**config.mk**
```make
export PLATFORM = sky130hd
export DESIGN_NAME = pb_status_ui
export DESIGN_NICKNAME = d
export VERILOG_FILES = /design/src/ui_pkg.sv /design/src/pb_status_ui.sv
export SDC_FILE = /design/constraint.sdc
export NUM_CORES = 1
export LEC_CHECK = 0
export BUFFER_PORTS_ARGS = -buffer_cell sky130_fd_sc_hd__buf_4
export CAP_MARGIN = 20
export CORE_AREA = 5 5 105 107
export DETAILED_ROUTE_END_ITERATION = 8
export DIE_AREA = 0 0 110 112
export GPL_TIMING_DRIVEN = 0
export PLACE_DENSITY = 0.77
export REMOVE_ABC_BUFFERS = 1
export SYNTH_ARGS = -nofsm -noshare
export SYNTH_HDL_FRONTEND = slang
export SYNTH_SLANG_ARGS = --single-unit
```
**constraint.sdc**
```tcl
create_clock -name MCLK_IN -period 4.1 [get_ports MCLK_IN]
set_input_delay 0.41 -clock MCLK_IN [delete_from_list [all_inputs] [get_ports MCLK_IN]]
set_output_delay 0.41 -clock MCLK_IN [all_outputs]
set_load 0.03 [all_outputs]
```
**src/ui_pkg.sv**
```systemverilog
/*
 * Shared constants and types for the pushbutton and status indicator block.
 * Assumes one 20 MHz clock; all human-scale times run on a 1 ms tick.
 */
`default_nettype none
package ui_pkg;
   localparam int CLK_PERIOD_NS = 50;
   localparam int TICK_PERIOD_NS = 1000000;
   localparam int TICK_CYCLES_DEF = TICK_PERIOD_NS / CLK_PERIOD_NS;
   localparam int TICK_MS = 1;
   typedef logic [14:0] ms_t;
   localparam ms_t SHORT_MIN_T = ms_t'(100 / TICK_MS);
   localparam ms_t SHORT_MAX_T = ms_t'(2000 / TICK_MS);
   localparam ms_t GAP_MIN_T = ms_t'(100 / TICK_MS);
   localparam ms_t GAP_MAX_T = ms_t'(2000 / TICK_MS);
   localparam ms_t KEYGEN_HOLD_T = ms_t'(30000 / TICK_MS);
   localparam ms_t RESET_HOLD_T = ms_t'(3000 / TICK_MS);
   localparam ms_t QUIET_T = ms_t'(3000 / TICK_MS);
   localparam ms_t SEARCH_LIMIT_T = ms_t'(30000 / TICK_MS);
   localparam ms_t QUICK_ON_T = ms_t'(125 / TICK_MS);
   localparam ms_t QUICK_OFF_T = ms_t'(125 / TICK_MS);
   localparam ms_t SLOW_ON_T = ms_t'(500 / TICK_MS);
   localparam ms_t SLOW_OFF_T = ms_t'(500 / TICK_MS);
   localparam ms_t GROUP_GAP_T = ms_t'(500 / TICK_MS);
   localparam logic [2:0] JOIN_PULSES = 3'h1;
   localparam logic [2:0] TEST_PULSES = 3'h3;
   localparam logic [2:0] RESET_PULSES = 3'h4;
   localparam logic [2:0] DONE_REPEATS = 3'h6;
   localparam logic [2:0] FAIL_REPEATS = 3'h3;
   localparam logic [2:0] TEST_REPEATS = 3'h3;
   localparam logic [2:0] CANCEL_REPEATS = 3'h1;
   typedef enum logic [3:0] {
      M_OFF = 4'b0000, M_ADMIN = 4'b0001, M_NODE = 4'b0010, M_XFER = 4'b0011,
      M_DONE = 4'b0100, M_CANCEL = 4'b0101, M_FAIL = 4'b0110, M_LONG = 4'b0111,
      M_TEST1 = 4'b1000, M_TEST2 = 4'b1001, M_TEST3 = 4'b1010
   } led_mode_t;
endpackage
`default_nettype wire

```
**src/pb_status_ui.sv**
```systemverilog
/*
 * Pushbutton press-sequence decoder and status indicator pattern engine.
 * Assumes the pushbutton pin is asynchronous and externally pulled low, and
 * that the pairing controller inputs and RADIO_ACTIVE_IN are on MCLK_IN.
 */
`timescale 1ns/1ps
`default_nettype none
module pb_status_ui
   import ui_pkg::*;
#(
   parameter int TICK_CYCLES = TICK_CYCLES_DEF
)(
   input wire logic MCLK_IN,
   input wire logic RESET_N_IN,
   input wire logic PUSHBUTTON_LINE_IN,
   input wire logic ADMIN_SEARCH_IN,
   input wire logic NODE_SEARCH_IN,
   input wire logic KEY_XFER_ACTIVE_IN,
   input wire logic KEY_XFER_DONE_IN,
   input wire logic JOIN_CANCELLED_IN,
   input wire logic PAIR_FAIL_IN,
   input wire logic NET_KEY_PRESENT_IN,
   input wire logic NET_ADDR_PRESENT_IN,
   input wire logic IS_ADMIN_IN,
   input wire logic RADIO_ACTIVE_IN,
   output logic STATUS_INDICATOR_LINE_OUT,
   output logic JOIN_REQ_OUT,
   output logic CANCEL_REQ_OUT,
   output logic KEYGEN_REQ_OUT,
   output logic FACTORY_RESET_REQ_OUT,
   output logic KEY_TEST_REQ_OUT
);
   logic [14:0] div_r;
   logic tick_r;
   logic btn_m_r, btn_s_r, btn_d_r;
   ms_t high_ms_r, low_ms_r, srch_ms_r, ph_r, dur;
   logic [2:0] cnt_r, grp_r, reps;
   logic locked_r, long_r, os_busy_r, on_r, fin_r, done_r;
   logic [1:0] idx_r, nb;
   logic slow_all, slow_first, gap_en, busy, rise, fall;
   led_mode_t os_mode_r, cur_r, sel, test_mode;

   // ************************************************************
   // Timebase and input conditioning
   // ************************************************************
   always_ff @(posedge MCLK_IN)
   begin
      if (!RESET_N_IN || div_r == 15'(TICK_CYCLES - 1))
      begin
         div_r <= 15'h0000;
      end
      else
      begin
         div_r <= div_r + 15'h0001;
      end
      tick_r <= RESET_N_IN && div_r == 15'(TICK_CYCLES - 1);
   end

   // Pin is active high; the idle low comes from the outside pull-down
   always_ff @(posedge MCLK_IN)
   begin
      if (!RESET_N_IN)
      begin
         btn_m_r <= 1'b0;
         btn_s_r <= 1'b0;
         btn_d_r <= 1'b0;
      end
      else
      begin
         btn_m_r <= PUSHBUTTON_LINE_IN;
         btn_s_r <= btn_m_r;
         btn_d_r <= btn_s_r;
      end
   end

   assign rise = btn_s_r && !btn_d_r;
   assign fall = !btn_s_r && btn_d_r;
   assign busy = ADMIN_SEARCH_IN || NODE_SEARCH_IN || KEY_XFER_ACTIVE_IN;

   always_ff @(posedge MCLK_IN)
   begin
      if (!RESET_N_IN || rise)
      begin
         high_ms_r <= 15'h0000;
      end
      else if (tick_r && btn_s_r && high_ms_r != 15'h7fff)
      begin
         high_ms_r <= high_ms_r + 15'h0001;
      end
   end

   always_ff @(posedge MCLK_IN)
   begin
      if (!RESET_N_IN || fall)
      begin
         low_ms_r <= 15'h0000;
      end
      else if (tick_r && !btn_s_r && low_ms_r != 15'h7fff)
      begin
         low_ms_r <= low_ms_r + 15'h0001;
      end
   end

   // ************************************************************
   // Press sequence decoder
   // ************************************************************
   // A single pulse is only acted on once the gap has run out, so that it
   // cannot be mistaken for the start of a test or reset sequence.
   always_ff @(posedge MCLK_IN)
   begin
      JOIN_REQ_OUT <= 1'b0;
      CANCEL_REQ_OUT <= 1'b0;
      KEYGEN_REQ_OUT <= 1'b0;
      FACTORY_RESET_REQ_OUT <= 1'b0;
      KEY_TEST_REQ_OUT <= 1'b0;
      if (!RESET_N_IN)
      begin
         cnt_r <= 3'h0;
         locked_r <= 1'b0;
         long_r <= 1'b0;
      end
      else if (rise)
      begin
         if (cnt_r != 3'h0 && low_ms_r < GAP_MIN_T)
         begin
            cnt_r <= 3'h0;
            locked_r <= 1'b1;
         end
      end
      else if (fall)
      begin
         if (long_r)
         begin
            long_r <= 1'b0;
            FACTORY_RESET_REQ_OUT <= cnt_r == RESET_PULSES;
            cnt_r <= 3'h0;
         end
         else if (!locked_r && high_ms_r >= SHORT_MIN_T && high_ms_r <= SHORT_MAX_T)
         begin
            if (cnt_r == RESET_PULSES)
            begin
               cnt_r <= 3'h0;
               locked_r <= 1'b1;
            end
            else
            begin
               cnt_r <= cnt_r + 3'h1;
            end
         end
         else
         begin
            cnt_r <= 3'h0;
            locked_r <= locked_r || cnt_r != 3'h0;
         end
      end
      else if (btn_s_r && !long_r && !locked_r)
      begin
         if (cnt_r == RESET_PULSES && high_ms_r >= RESET_HOLD_T)
         begin
            long_r <= 1'b1;
         end
         else if (cnt_r == 3'h0 && high_ms_r >= KEYGEN_HOLD_T)
         begin
            long_r <= 1'b1;
            KEYGEN_REQ_OUT <= 1'b1;
         end
      end
      else if (!btn_s_r)
      begin
         if (locked_r && low_ms_r >= QUIET_T)
         begin
            locked_r <= 1'b0;
         end
         if (cnt_r != 3'h0 && low_ms_r > GAP_MAX_T)
         begin
            cnt_r <= 3'h0;
            JOIN_REQ_OUT <= cnt_r == JOIN_PULSES && !busy;
            CANCEL_REQ_OUT <= cnt_r == JOIN_PULSES && busy;
            KEY_TEST_REQ_OUT <= cnt_r == TEST_PULSES;
            locked_r <= cnt_r != JOIN_PULSES && cnt_r != TEST_PULSES;
         end
      end
   end

   // ************************************************************
   // Pattern selection
   // ************************************************************
   always_comb
   begin
      if (!(NET_KEY_PRESENT_IN && NET_ADDR_PRESENT_IN))
      begin
         test_mode = M_TEST1;
      end
      else if (IS_ADMIN_IN)
      begin
         test_mode = M_TEST3;
      end
      else
      begin
         test_mode = M_TEST2;
      end
   end

   // A fresh event replaces the running one-shot, and wins over its end
   always_ff @(posedge MCLK_IN)
   begin
      if (!RESET_N_IN)
      begin
         os_busy_r <= 1'b0;
         os_mode_r <= M_OFF;
      end
      else if (PAIR_FAIL_IN || JOIN_CANCELLED_IN || CANCEL_REQ_OUT || KEY_XFER_DONE_IN || KEY_TEST_REQ_OUT)
      begin
         os_busy_r <= 1'b1;
         if (PAIR_FAIL_IN)
         begin
            os_mode_r <= M_FAIL;
         end
         else if (JOIN_CANCELLED_IN || CANCEL_REQ_OUT)
         begin
            os_mode_r <= M_CANCEL;
         end
         else if (KEY_XFER_DONE_IN)
         begin
            os_mode_r <= M_DONE;
         end
         else
         begin
            os_mode_r <= test_mode;
         end
      end
      else if (done_r)
      begin
         os_busy_r <= 1'b0;
      end
   end

   // Searching is shown for a bounded time even if the controller lingers
   always_ff @(posedge MCLK_IN)
   begin
      if (!RESET_N_IN || !(ADMIN_SEARCH_IN || NODE_SEARCH_IN))
      begin
         srch_ms_r <= 15'h0000;
      end
      else if (tick_r && srch_ms_r < SEARCH_LIMIT_T)
      begin
         srch_ms_r <= srch_ms_r + 15'h0001;
      end
   end

   always_comb
   begin
      sel = M_OFF;
      if (long_r)
      begin
         sel = M_LONG;
      end
      else if (os_busy_r)
      begin
         sel = os_mode_r;
      end
      else if (KEY_XFER_ACTIVE_IN)
      begin
         sel = M_XFER;
      end
      else if (ADMIN_SEARCH_IN && srch_ms_r < SEARCH_LIMIT_T)
      begin
         sel = M_ADMIN;
      end
      else if (NODE_SEARCH_IN && srch_ms_r < SEARCH_LIMIT_T)
      begin
         sel = M_NODE;
      end
   end

   // ************************************************************
   // Blink engine
   // ************************************************************
   always_comb
   begin
      nb = 2'h1;
      reps = 3'h0;
      slow_all = 1'b0;
      slow_first = 1'b0;
      gap_en = 1'b1;
      unique case (cur_r)
         M_OFF, M_NODE: nb = 2'h1;
         M_ADMIN: nb = 2'h2;
         M_XFER: gap_en = 1'b0;
         M_DONE: begin slow_all = 1'b1; reps = DONE_REPEATS; end
         M_CANCEL: begin nb = 2'h2; reps = CANCEL_REPEATS; end
         M_FAIL: begin slow_all = 1'b1; reps = FAIL_REPEATS; end
         M_LONG: begin nb = 2'h3; slow_first = 1'b1; end
         M_TEST1: reps = TEST_REPEATS;
         M_TEST2: begin nb = 2'h2; reps = TEST_REPEATS; end
         M_TEST3: begin nb = 2'h3; reps = TEST_REPEATS; end
         default: nb = 2'h1;
      endcase
      if (on_r)
      begin
         dur = (slow_all || (slow_first && idx_r == 2'h0)) ? SLOW_ON_T : QUICK_ON_T;
      end
      else
      begin
         dur = (slow_all || (slow_first && idx_r == 2'h0)) ? SLOW_OFF_T : QUICK_OFF_T;
         if (gap_en && idx_r + 2'h1 >= nb)
         begin
            dur = dur + GROUP_GAP_T;
         end
      end
   end

   always_ff @(posedge MCLK_IN)
   begin
      done_r <= 1'b0;
      if (!RESET_N_IN)
      begin
         cur_r <= M_OFF;
         idx_r <= 2'h0;
         grp_r <= 3'h0;
         ph_r <= 15'h0000;
         on_r <= 1'b0;
         fin_r <= 1'b0;
      end
      else if (sel != cur_r)
      begin
         cur_r <= sel;
         idx_r <= 2'h0;
         grp_r <= 3'h0;
         ph_r <= 15'h0000;
         on_r <= sel != M_OFF;
         fin_r <= 1'b0;
      end
      else if (tick_r && cur_r != M_OFF && !fin_r)
      begin
         if (ph_r + 15'h0001 < dur)
         begin
            ph_r <= ph_r + 15'h0001;
         end
         else
         begin
            ph_r <= 15'h0000;
            if (on_r)
            begin
               on_r <= 1'b0;
            end
            else if (idx_r + 2'h1 < nb)
            begin
               idx_r <= idx_r + 2'h1;
               on_r <= 1'b1;
            end
            else if (reps != 3'h0 && grp_r + 3'h1 >= reps)
            begin
               fin_r <= 1'b1;
               done_r <= 1'b1;
            end
            else
            begin
               grp_r <= grp_r + 3'h1;
               idx_r <= 2'h0;
               on_r <= 1'b1;
            end
         end
      end
   end

   // Holding the button overrides everything except the long-hold answer.
   // Stays forced until that pattern has taken over, so no dark blip.
   always_ff @(posedge MCLK_IN)
   begin
      if (!RESET_N_IN)
      begin
         STATUS_INDICATOR_LINE_OUT <= 1'b0;
      end
      else if (btn_s_r && (!long_r || cur_r != M_LONG))
      begin
         STATUS_INDICATOR_LINE_OUT <= 1'b1;
      end
      else if (cur_r == M_OFF)
      begin
         STATUS_INDICATOR_LINE_OUT <= RADIO_ACTIVE_IN;
      end
      else
      begin
         STATUS_INDICATOR_LINE_OUT <= on_r;
      end
   end
endmodule // pb_status_ui
`default_nettype wire

```
# Yosys cells after proc, flatten, opt, wreduce, memory -nomap -nowiden
# Cells that the tools add are included.
# classes
n_mul	0
bitwise_logic	11
n_reduce_logical	80
div_mod_pow	0
mux	56
magnitude_cmp	12
n_shift	0
n_eq_ne	26
add_sub_neg	9
# op_table
cell	count
$add 15x1->15 const B	5
$ge 15x12->1 const B	2
$ne 15x15->1 const B	2
$logic_and 1x1->1	29
$mux 1	29
$mux 3	9
$mux 10	2
$mux 4	5
$eq 4x3->1 const B	4
$eq 15x15->1 const B	1
$ge 15x15->1 const B	1
$ge 15x7->1 const B	1
$gt 15x11->1 const B	1
$le 15x11->1 const B	1
$lt 15x15->1	1
$lt 15x15->1 const B	1
$lt 15x7->1 const B	1
$mux 15	1
$logic_or 1x1->1	14
$mux 2	7
$eq 4x4->1 const B	3
$reduce_bool 3->1	4
$reduce_bool 4->1	3
$reduce_or 6->1	2
37 further kinds	65
# totals
n_memories	0
wordCells	220
inputBits	13
ramBits	0
reg_bits	107
rom_bits	0
latchBits	0
out_inout_bits	6

# Depth between registers and ports, before layout
# Gate-level depths: netlist of run 1.
# depth
depth_word	12
depth_mapped	18

# Least setup slack after synthesis of run 1
# No wires, ideal clock.
# synth_path
path_kind	register to register
from	register cur_r[1]
to	register on_r
stages_incl_launch_ff	17
arrival_time_ps	3730
slack_ps	295
n_path_buf	1
synth_period_minus_slack_ps	3805
required_time_ps	4026
path_cell_list	dfxtp_1 buf_1 inv_1 nor3_1 a21oi_1 ha_1 a21oi_1 a32oi_1 ha_1 mux2_2 ha_1 o211a_1 a21oi_1 a2111oi_4 a2111oi_4 or4_1 a31oi_1
# synth_between
elab_chain_len	11
elab_cells_between_ends	44
classes_between	add/sub (1); order compare (4); eq/ne (11); mux (14); reduce/logical (14)
# synth_lines
element	line_no	rtl
start: declaration	pb_status_ui.sv:41	led_mode_t os_mode_r, cur_r, sel, test_mode;
start signal: assignment	pb_status_ui.sv:327	cur_r <= sel;
$eq 4x3->1 or $eq 4x4->1 (tied branches)	pb_status_ui.sv:286	unique case (cur_r)
$reduce_or 2->1 (no source line), or another cell as far along	n/a	
$mux 1, or another cell as far along	pb_status_ui.sv:286	
$logic_or 1x1->1, or another cell as far along	pb_status_ui.sv:301, pb_status_ui.sv:305	
$mux 9 or $logic_and 1x1->1 (tied branches)	pb_status_ui.sv:301, pb_status_ui.sv:305, pb_status_ui.sv:352	
$add 9x9->10 or $mux 1 (tied branches)	pb_status_ui.sv:308, pb_status_ui.sv:352	
$mux 10 or $mux 1 (tied branches)	pb_status_ui.sv:306, pb_status_ui.sv:347	
$mux 10 or $mux 1 (tied branches)	pb_status_ui.sv:299, pb_status_ui.sv:343	
$lt 15x15->1 or $mux 1 (tied branches)	pb_status_ui.sv:336	if (ph_r + 15'h0001 < dur)
$ne 2x2->1 (no source line) or $mux 1 (tied branches)	n/a	
$reduce_and 2->1 (no source line) or $mux 1 (tied branches)	n/a	
end signal: assignment	pb_status_ui.sv:331	on_r <= sel != M_OFF;
end signal: assignment	pb_status_ui.sv:345	on_r <= 1'b0;
end signal: assignment	pb_status_ui.sv:350	on_r <= 1'b1;
end: declaration	pb_status_ui.sv:38	logic locked_r, long_r, os_busy_r, on_r, fin_r, done_r;
# Several ways; a longest one is shown, not always the timed one. The select of a mux whose other input is x is not followed.
# A chain may end at the register's enable or synchronous reset.

# Worst setup path in the final report of run 1
# layout_path
from	register cur_r[2]
to	register on_r
# The elaborated chain is that of the path after synthesis.

==> impl_results.md, run 1 <==
* Synth Area in Simple Gates at 28.2%
* Crit path from: cur_r[2]
* Clock Latency Late Sink at between 300 and 400 ps
* Nets at about 750
* Synth Area in XOR/XNOR at a little under a tenth
* CTS tree: done
* Final TNS setup at 0 ps
* CTS Sinks at ~110
* Met3 usage at around 5.2%
* Die H at approximately 110 um
* Capture point of the critical path: on_r
* Data arrival, critical path at 4130 ps
* DR iter-0 viols at 303
* Gr busiest metal: met2
* Final min period at approximately 3800 ps
* Slew @ Worst Pin at between 1000 and 1500 ps
* Root buffer cell: clkbuf_8
* Synth Instances at roughly 700
* Setup CP Type: reg -> reg
* Layout Skew at about 8.7 ps
* FF-to-FF Start: cur_r[2]
* Hold WC Path Type: in -> reg
* Clock buffer count from CTS at 9
* Vias in the first global route at between 4000 and 5000
* Global Route met1 Usage at 24.4%
* Reg-to-reg setup timing slack at about 290 ps
* Routability congestion estimate at ~0.84
* Hold Startpoint: PUSHBUTTON_LINE_IN
* Area leader, netlist: dfxtp_1
* Die X at approximately 110 um
* Slew Limit Fails at 0
* Final Hold Fails at 0
* First-pass GRT wire length at between 20000 and 25000 um
* Period utilisation layout at 93.0%
* Number of flops mapped to enable cells by yosys at 0
* Slew headroom at between 30% and 40%
* Leakage at between 2 and 2.5 nW
* CTS Hold Bufs at 0
* RSZ-0062 raised after global routing: false
* Pwr/cell area at 280 nW/um^2
* Die area at 12300 um^2
* Final setup fails at 0
* Vias/cell at 5.73
* Total of max-cap violations at 0
* Antenna Violating Nets Remaining at 0
* Initial cell density of the core at approximately three fifths
* Top cell type's share of synthesized area at a little over a third
* Worst-case clock buffer depth at 2
* Mux contribution to synthesized area at roughly 1.2%
* GR Overflow Total at 0
* Clk slew on worst S/H paths at ~100 ps
* Antenna cells at 0
* Status: completed
* Synth Area in Adders at under 10%
* Synth Area in Compound Gates at around 14%
* Asr flop ratio synth at 0%
* Vias at ~4900
* H-tree levels at 3
* Mapped Area at between 5000 and 6000 um^2
* Commonest cells in the netlist: dfxtp_1, nor2_1, nand2_1
* Drt pass-1 iters at 5
* Worst setup EP type: register
* FF-to-FF End: on_r
* VDD IR max at between 0.2 and 0.25 mV
* Crit-path max FO at 9
* Syn-to-layout area delta at 7.94%
* Number of library cell types mapped by synthesis at between 70 and 80
* Worst R2R Path Depth at 16
* Critical Path Source Type: register
* Core Area at approximately 10000 um^2
* # rows at 37
* Most common cell in the synthesized netlist: dfxtp_1
* Min Hold Slack at about 240 ps
* Main synth FF type: dfxtp_1
* Worst hold stages at 2
* Fillers at 868
* CP required at roughly 4400 ps
* IO Count at 19
* DP HPWL at between 8000 and 9000 um
* Area of the multi-input gates at ~3500 um^2
* Count of input and output buffers at 18
* Syn Area/Cell at 8.37 um^2
* Fmax achieved at 262 MHz
* Synth area leaders: dfxtp_1, nor2_1, ha_1
* DR DRC count at 0
* Seq/Total Area, Yosys at between 30% and 40%
* Seq. cell area at 2150 um^2
* FF+latch count, synth at 107
* Largest net degree at the start of global routing at 23
* Initial antenna violation count at 0
* Ratio of cells with drive above 1 in the final layout at under 10%
* GR Util met2 at about a third
* Final wirelength at about 12000 um
* Gr usage total at between 20% and 30%
* Routed length per instance at around 14 um
* Synth warn at 0
* Main combinational cell family by area after synthesis: simple AND/OR/NAND/NOR gates
## registers in the layout, indices dropped and copies added (netlist names), 2 cells and up
| signal | cells |
|---|---|
| cnt_r | 3 |
| cur_r | 4 |
| div_r | 15 |
| grp_r | 3 |
| high_ms_r | 15 |
| idx_r | 2 |
| low_ms_r | 15 |
| os_mode_r | 4 |
| ph_r | 15 |
| srch_ms_r | 15 |
## cell families after synthesis
group,count (synthesis)
simple gates,317
mux,7
buf+inv,64
compound gates,118
flops,107
fa+ha+maj,27
xor+xnor,62
## worst max-delay path, cell delays in order, from the launching register on
cell and delay (ps):
dfxtp_4 390, nand2b_1 190, nor3_2 110, a21oi_1 60, ha_1 350, a21oi_4 190
a32oi_2 90, ha_1 310, mux2_2 270, ha_1 270, o211a_1 140, a21oi_2 60
a2111oi_4 300, buf_4 210, a2111oi_2 80, or4_1 540, a31oi_1 170
## cells in the final DEF (no fill, tap or decap), types with 4 or more instances in the layout
| master | count |
|---|---|
| dfxtp_1 | 103 |
| nor2_1 | 102 |
| nand2_1 | 50 |
| a21oi_1 | 37 |
| inv_1 | 35 |
| xnor2_1 | 33 |
| nand3_1 | 31 |
| xor2_1 | 29 |
| ha_1 | 27 |
| buf_4 | 27 |
| nor3_1 | 24 |
| o21ai_0 | 15 |
| and3_1 | 14 |
| nand4_1 | 14 |
| and2_1 | 13 |
| nor4_1 | 10 |
| clkbuf_8 | 10 |
| nand2b_1 | 9 |
| nor2b_1 | 8 |
| a31oi_1 | 8 |
| or3_1 | 7 |
| mux2i_1 | 6 |
| or4_1 | 5 |
| a211oi_1 | 4 |
| o21ai_1 | 4 |
| o41ai_1 | 4 |
| nand3b_1 | 4 |
## timing repair
action,CTS,global route
pin swaps,2,4
cloned,1,1
hold endpoints to repair,0,0
resized for setup,3,10
setup endpoints to repair,18,18
buffers inserted,0,10
## stage by stage
step                      instance area (um^2)  setup WS, ps  instances  total power, mW  utilization (%)
after floorplan                           5710           239        674             1.16                -
after global placement                    6020          -437        828             1.20             59.9
after detailed placement                  6020          -493        828             1.20             59.9
after CTS                                 6220          78.2        844             1.80             62.0
after global routing                      6340          74.3        854             1.87             63.1
final                                     6340           286        854             1.78             63.1
## power breakdown
group          internal, mW  switching, mW  total, mW
clock network         0.237          0.356      0.593
logic                0.0488         0.0686      0.117
registers              1.05         0.0176       1.07
## cell type report
cell class	instances	share of cell area, %
Clock buffer	10	2.17
Clock inverter	5	0.592
Inverter	36	2.13
Multi-Input combinational cell	533	55.3
Sequential cell	107	34.0
Tap cell	136	2.68
Timing Repair Buffer	27	3.20
## metal layers
layer / up-vias / routed length (um) / share of wire, %
met2: 83 / 6140 / 51
li1: 2501 / - / -
met1: 2285 / 5240 / 43
met3: 27 / 425 / 3.5
met5: - / 0 / 0
met4: 0 / 286 / 2.4
## worst min path at each step
stage | end
global route | btn_m_r
floorplan | btn_s_r
detailed placement | btn_s_r
finish | btn_m_r
global placement | btn_s_r
CTS | btn_m_r
No activity file was read; power rests on OpenSTA's default activity.
==> run 2: changes to the inputs <==
--- a/config.mk
+++ b/config.mk
@@ -11,7 +11,7 @@
 export DETAILED_ROUTE_END_ITERATION = 8
 export DIE_AREA = 0 0 110 112
 export GPL_TIMING_DRIVEN = 0
-export PLACE_DENSITY = 0.77
+export PLACE_DENSITY_LB_ADDON = 0.25
 export REMOVE_ABC_BUFFERS = 1
 export SYNTH_ARGS = -nofsm -noshare
 export SYNTH_HDL_FRONTEND = slang
==> run 2 against run 1 <==
Against the previous run:
- cell area is essentially flat
- largest cell class unchanged
- worst setup slack worse by 42 ps
- first-iteration DRC count decreased by 17%
- flip-flop and latch count stayed put
- global-route usage fell by 0.32 points
- clock skew is 2.4 ps higher
- non-clock buffer count down 2
- critical endpoint is now fin_r
==> impl_results.md, run 2 (synthesis gave the netlist of run 1 again) <==
* Status: completed
* Layout Skew at 11.1 ps (+2.39 ps)
* Slew @ Worst Pin at 1050 ps (+31.6 ps)
* Antenna cells at 0 (unchanged)
* Gr usage total at 20.0% (-0.32 points)
* CP required at 4410 ps (about the same)
* Seq. cell area at 2150 um^2 (-0.23%)
* Setup CP Type: reg -> reg
* Commonest non-fill, non-tap cell in the layout: dfxtp_1
* Crit-path max FO at 8 (-1)
* Die area at 12300 um^2 (unchanged)
* GR Overflow Total at 0 (unchanged)
* Routability congestion estimate at 0.828 (-1.5%)
* Fmax achieved at 259 MHz (-1.1%)
* Final wirelength at 11900 um (-1.3%)
* Final min period at 3860 ps (+42.3 ps)
* Hold WC Path Type: in -> reg
* Fillers at 851 (-2.0%)
* Placed Area at 6020 um^2 (unchanged)
* Final Hold Fails at 0 (unchanged)
* Final TNS setup at 0 ps (unchanged)
* Nets at 752 (-0.27%)
* Vias in the first global route at 4614 (-1.0%)
* Slew Limit Fails at 0 (unchanged)
* Clock buffer count from CTS at 9 (unchanged)
* Pwr/cell area at 280 nW/um^2 (about the same)
* Root buffer cell: clkbuf_8
* Combinational Power Share at 6.6% (about the same)
* Period utilisation layout at 94.1% (+1.0 points)
* Vias/cell at 5.75 (+0.26%)
* Area of the multi-input gates at 3520 um^2 (+0.32%)
* Worst-case clock buffer depth at 2 (unchanged)
* Syn-to-layout area delta at 7.86% (about the same)
* Final core utilization at 63.1% (about the same)
* Setup WS pre-CTS at -505 ps (-11.5 ps)
* Most frequent cells in the layout: dfxtp_1, nor2_1, nand2_1, a21oi_1, inv_1
* DR DRC count at 0 (unchanged)
* Clk slew on worst S/H paths at 100 ps (about the same)
* Die H at 112 um (unchanged)
* Initial antenna violation count at 0 (unchanged)
* Antenna Violating Nets Remaining at 0 (unchanged)
* H-tree levels at 3 (unchanged)
* DR iter-0 viols at 250 (-17%)
* Clock Latency Late Sink at 380 ps (about the same)
* CTS Sinks at 107 (unchanged)
* Critical Path Source Type: register
* Initial cell density of the core at 58.5% (unchanged)
* Drt pass-1 iters at 5 (unchanged)
* Finished Cell Area at 6340 um^2 (about the same)
* Worst setup EP type: register
* Switching share of power at 24.9% (+0.060 points)
* Core Area at 10000 um^2 (unchanged)
* Data arrival, critical path at 4160 ps (+30 ps)
* Final setup fails at 0 (unchanged)
* CTS tree: done
* # rows at 37 (unchanged)
* Setup ws final at 243 ps (-42.3 ps)
* Largest net degree at the start of global routing at 23 (unchanged)
* Leakage at 2.28 nW (-0.37%)
* Vias at 4897 (+0.020%)
* RSZ-0062 raised after global routing: false
* Total of max-cap violations at 0 (unchanged)
* Sequential share of power at 60.0% (about the same)
* Switch Pwr at 443 uW (+0.26%)
* Internal power at 1.33 mW (about the same)
* Die X at 110 um (unchanged)
* IO Count at 19 (unchanged)
* Slew headroom at 29.3% (-2.1 points)
* Routed length per instance at 14.0 um (-1.1%)
* Count of input and output buffers at 18 (unchanged)
* Clock Power Share at 33.4% (about the same)
* First-pass GRT wire length at 20300 um (-2.0%)
* Ratio of cells with drive above 1 in the final layout at 9.50% (-0.39 points)
* DP HPWL at 8270 um (-0.77%)
* VDD IR max at 0.243 mV (+3.7%)
==> run 2: power groups by stage <==
stage	Clock, mW	Sequential [mW]	Combinational (mW)
6_report	0.593	1.07	0.117
5_1_grt	0.660	1.07	0.131
4_1_cts	0.617	1.07	0.109
3_5_place_dp	0	1.09	0.108
3_3_place_gp	0	1.09	0.105
2_1_floorplan	0	1.09	0.0723
==> run 2: per-layer routing <==
layer,global-route usage [%],vias up,wire [um]
met3,5.39,10,474
li1,-,2491,-
met5,0,-,0
met2,34.3,78,6130
met1,24.4,2318,5180
met4,5.74,0,148
==> run 2: area by class of cell <==
class | count | area share (%)
inverters | 36 | 2.13
flip-flops and latches | 107 | 33.9
repair buffers | 25 | 3.02
multi-input cells | 533 | 55.5
clock buffers | 10 | 2.17
well taps | 136 | 2.69
clock inverters | 5 | 0.592
==> run 2: stage by stage <==
step / std cells / power (mW) / hold WS, ps
after floorplan: 674 / 1.16 / 412
after global placement: 828 / 1.20 / 417
after detailed placement: 828 / 1.20 / 425
after CTS: 844 / 1.79 / 226
after global routing: 852 / 1.86 / 219
final: 852 / 1.78 / 245
==> run 2: worst max-delay path, stage by stage (launching register included) <==
cell and delay (ps):
dfxtp_2 410, nand2b_4 190, o21ai_0 90, a21oi_1 190
ha_1 300, a21oi_4 190, a32oi_2 80, ha_1 310
mux2_2 270, ha_1 270, o211a_1 130, a21oi_1 80
a2111oi_4 340, buf_6 180, a2111oi_4 60, or3_2 530
a21oi_1 160
==> run 2: path summary, 6_finish.rpt <==
kind / slack [ps] / cells after the start / end / startpoint
worst max register to register: 240 / 16 / fin_r / cur_r[3]
worst max-delay path: 240 / 16 / fin_r / cur_r[3]
worst min register to register: 450 / 1 / btn_s_r / btn_m_r
worst min-delay path: 240 / 2 / btn_m_r / PUSHBUTTON_LINE_IN
==> run 2: repair_timing <==
action	CTS	global route
endpoints found under the hold margin	0	0
gates cloned	1	1
resized for setup	3	9
pin swaps	2	2
setup buffers	0	7
hold buffers	0	0
setup endpoints to repair	18	18
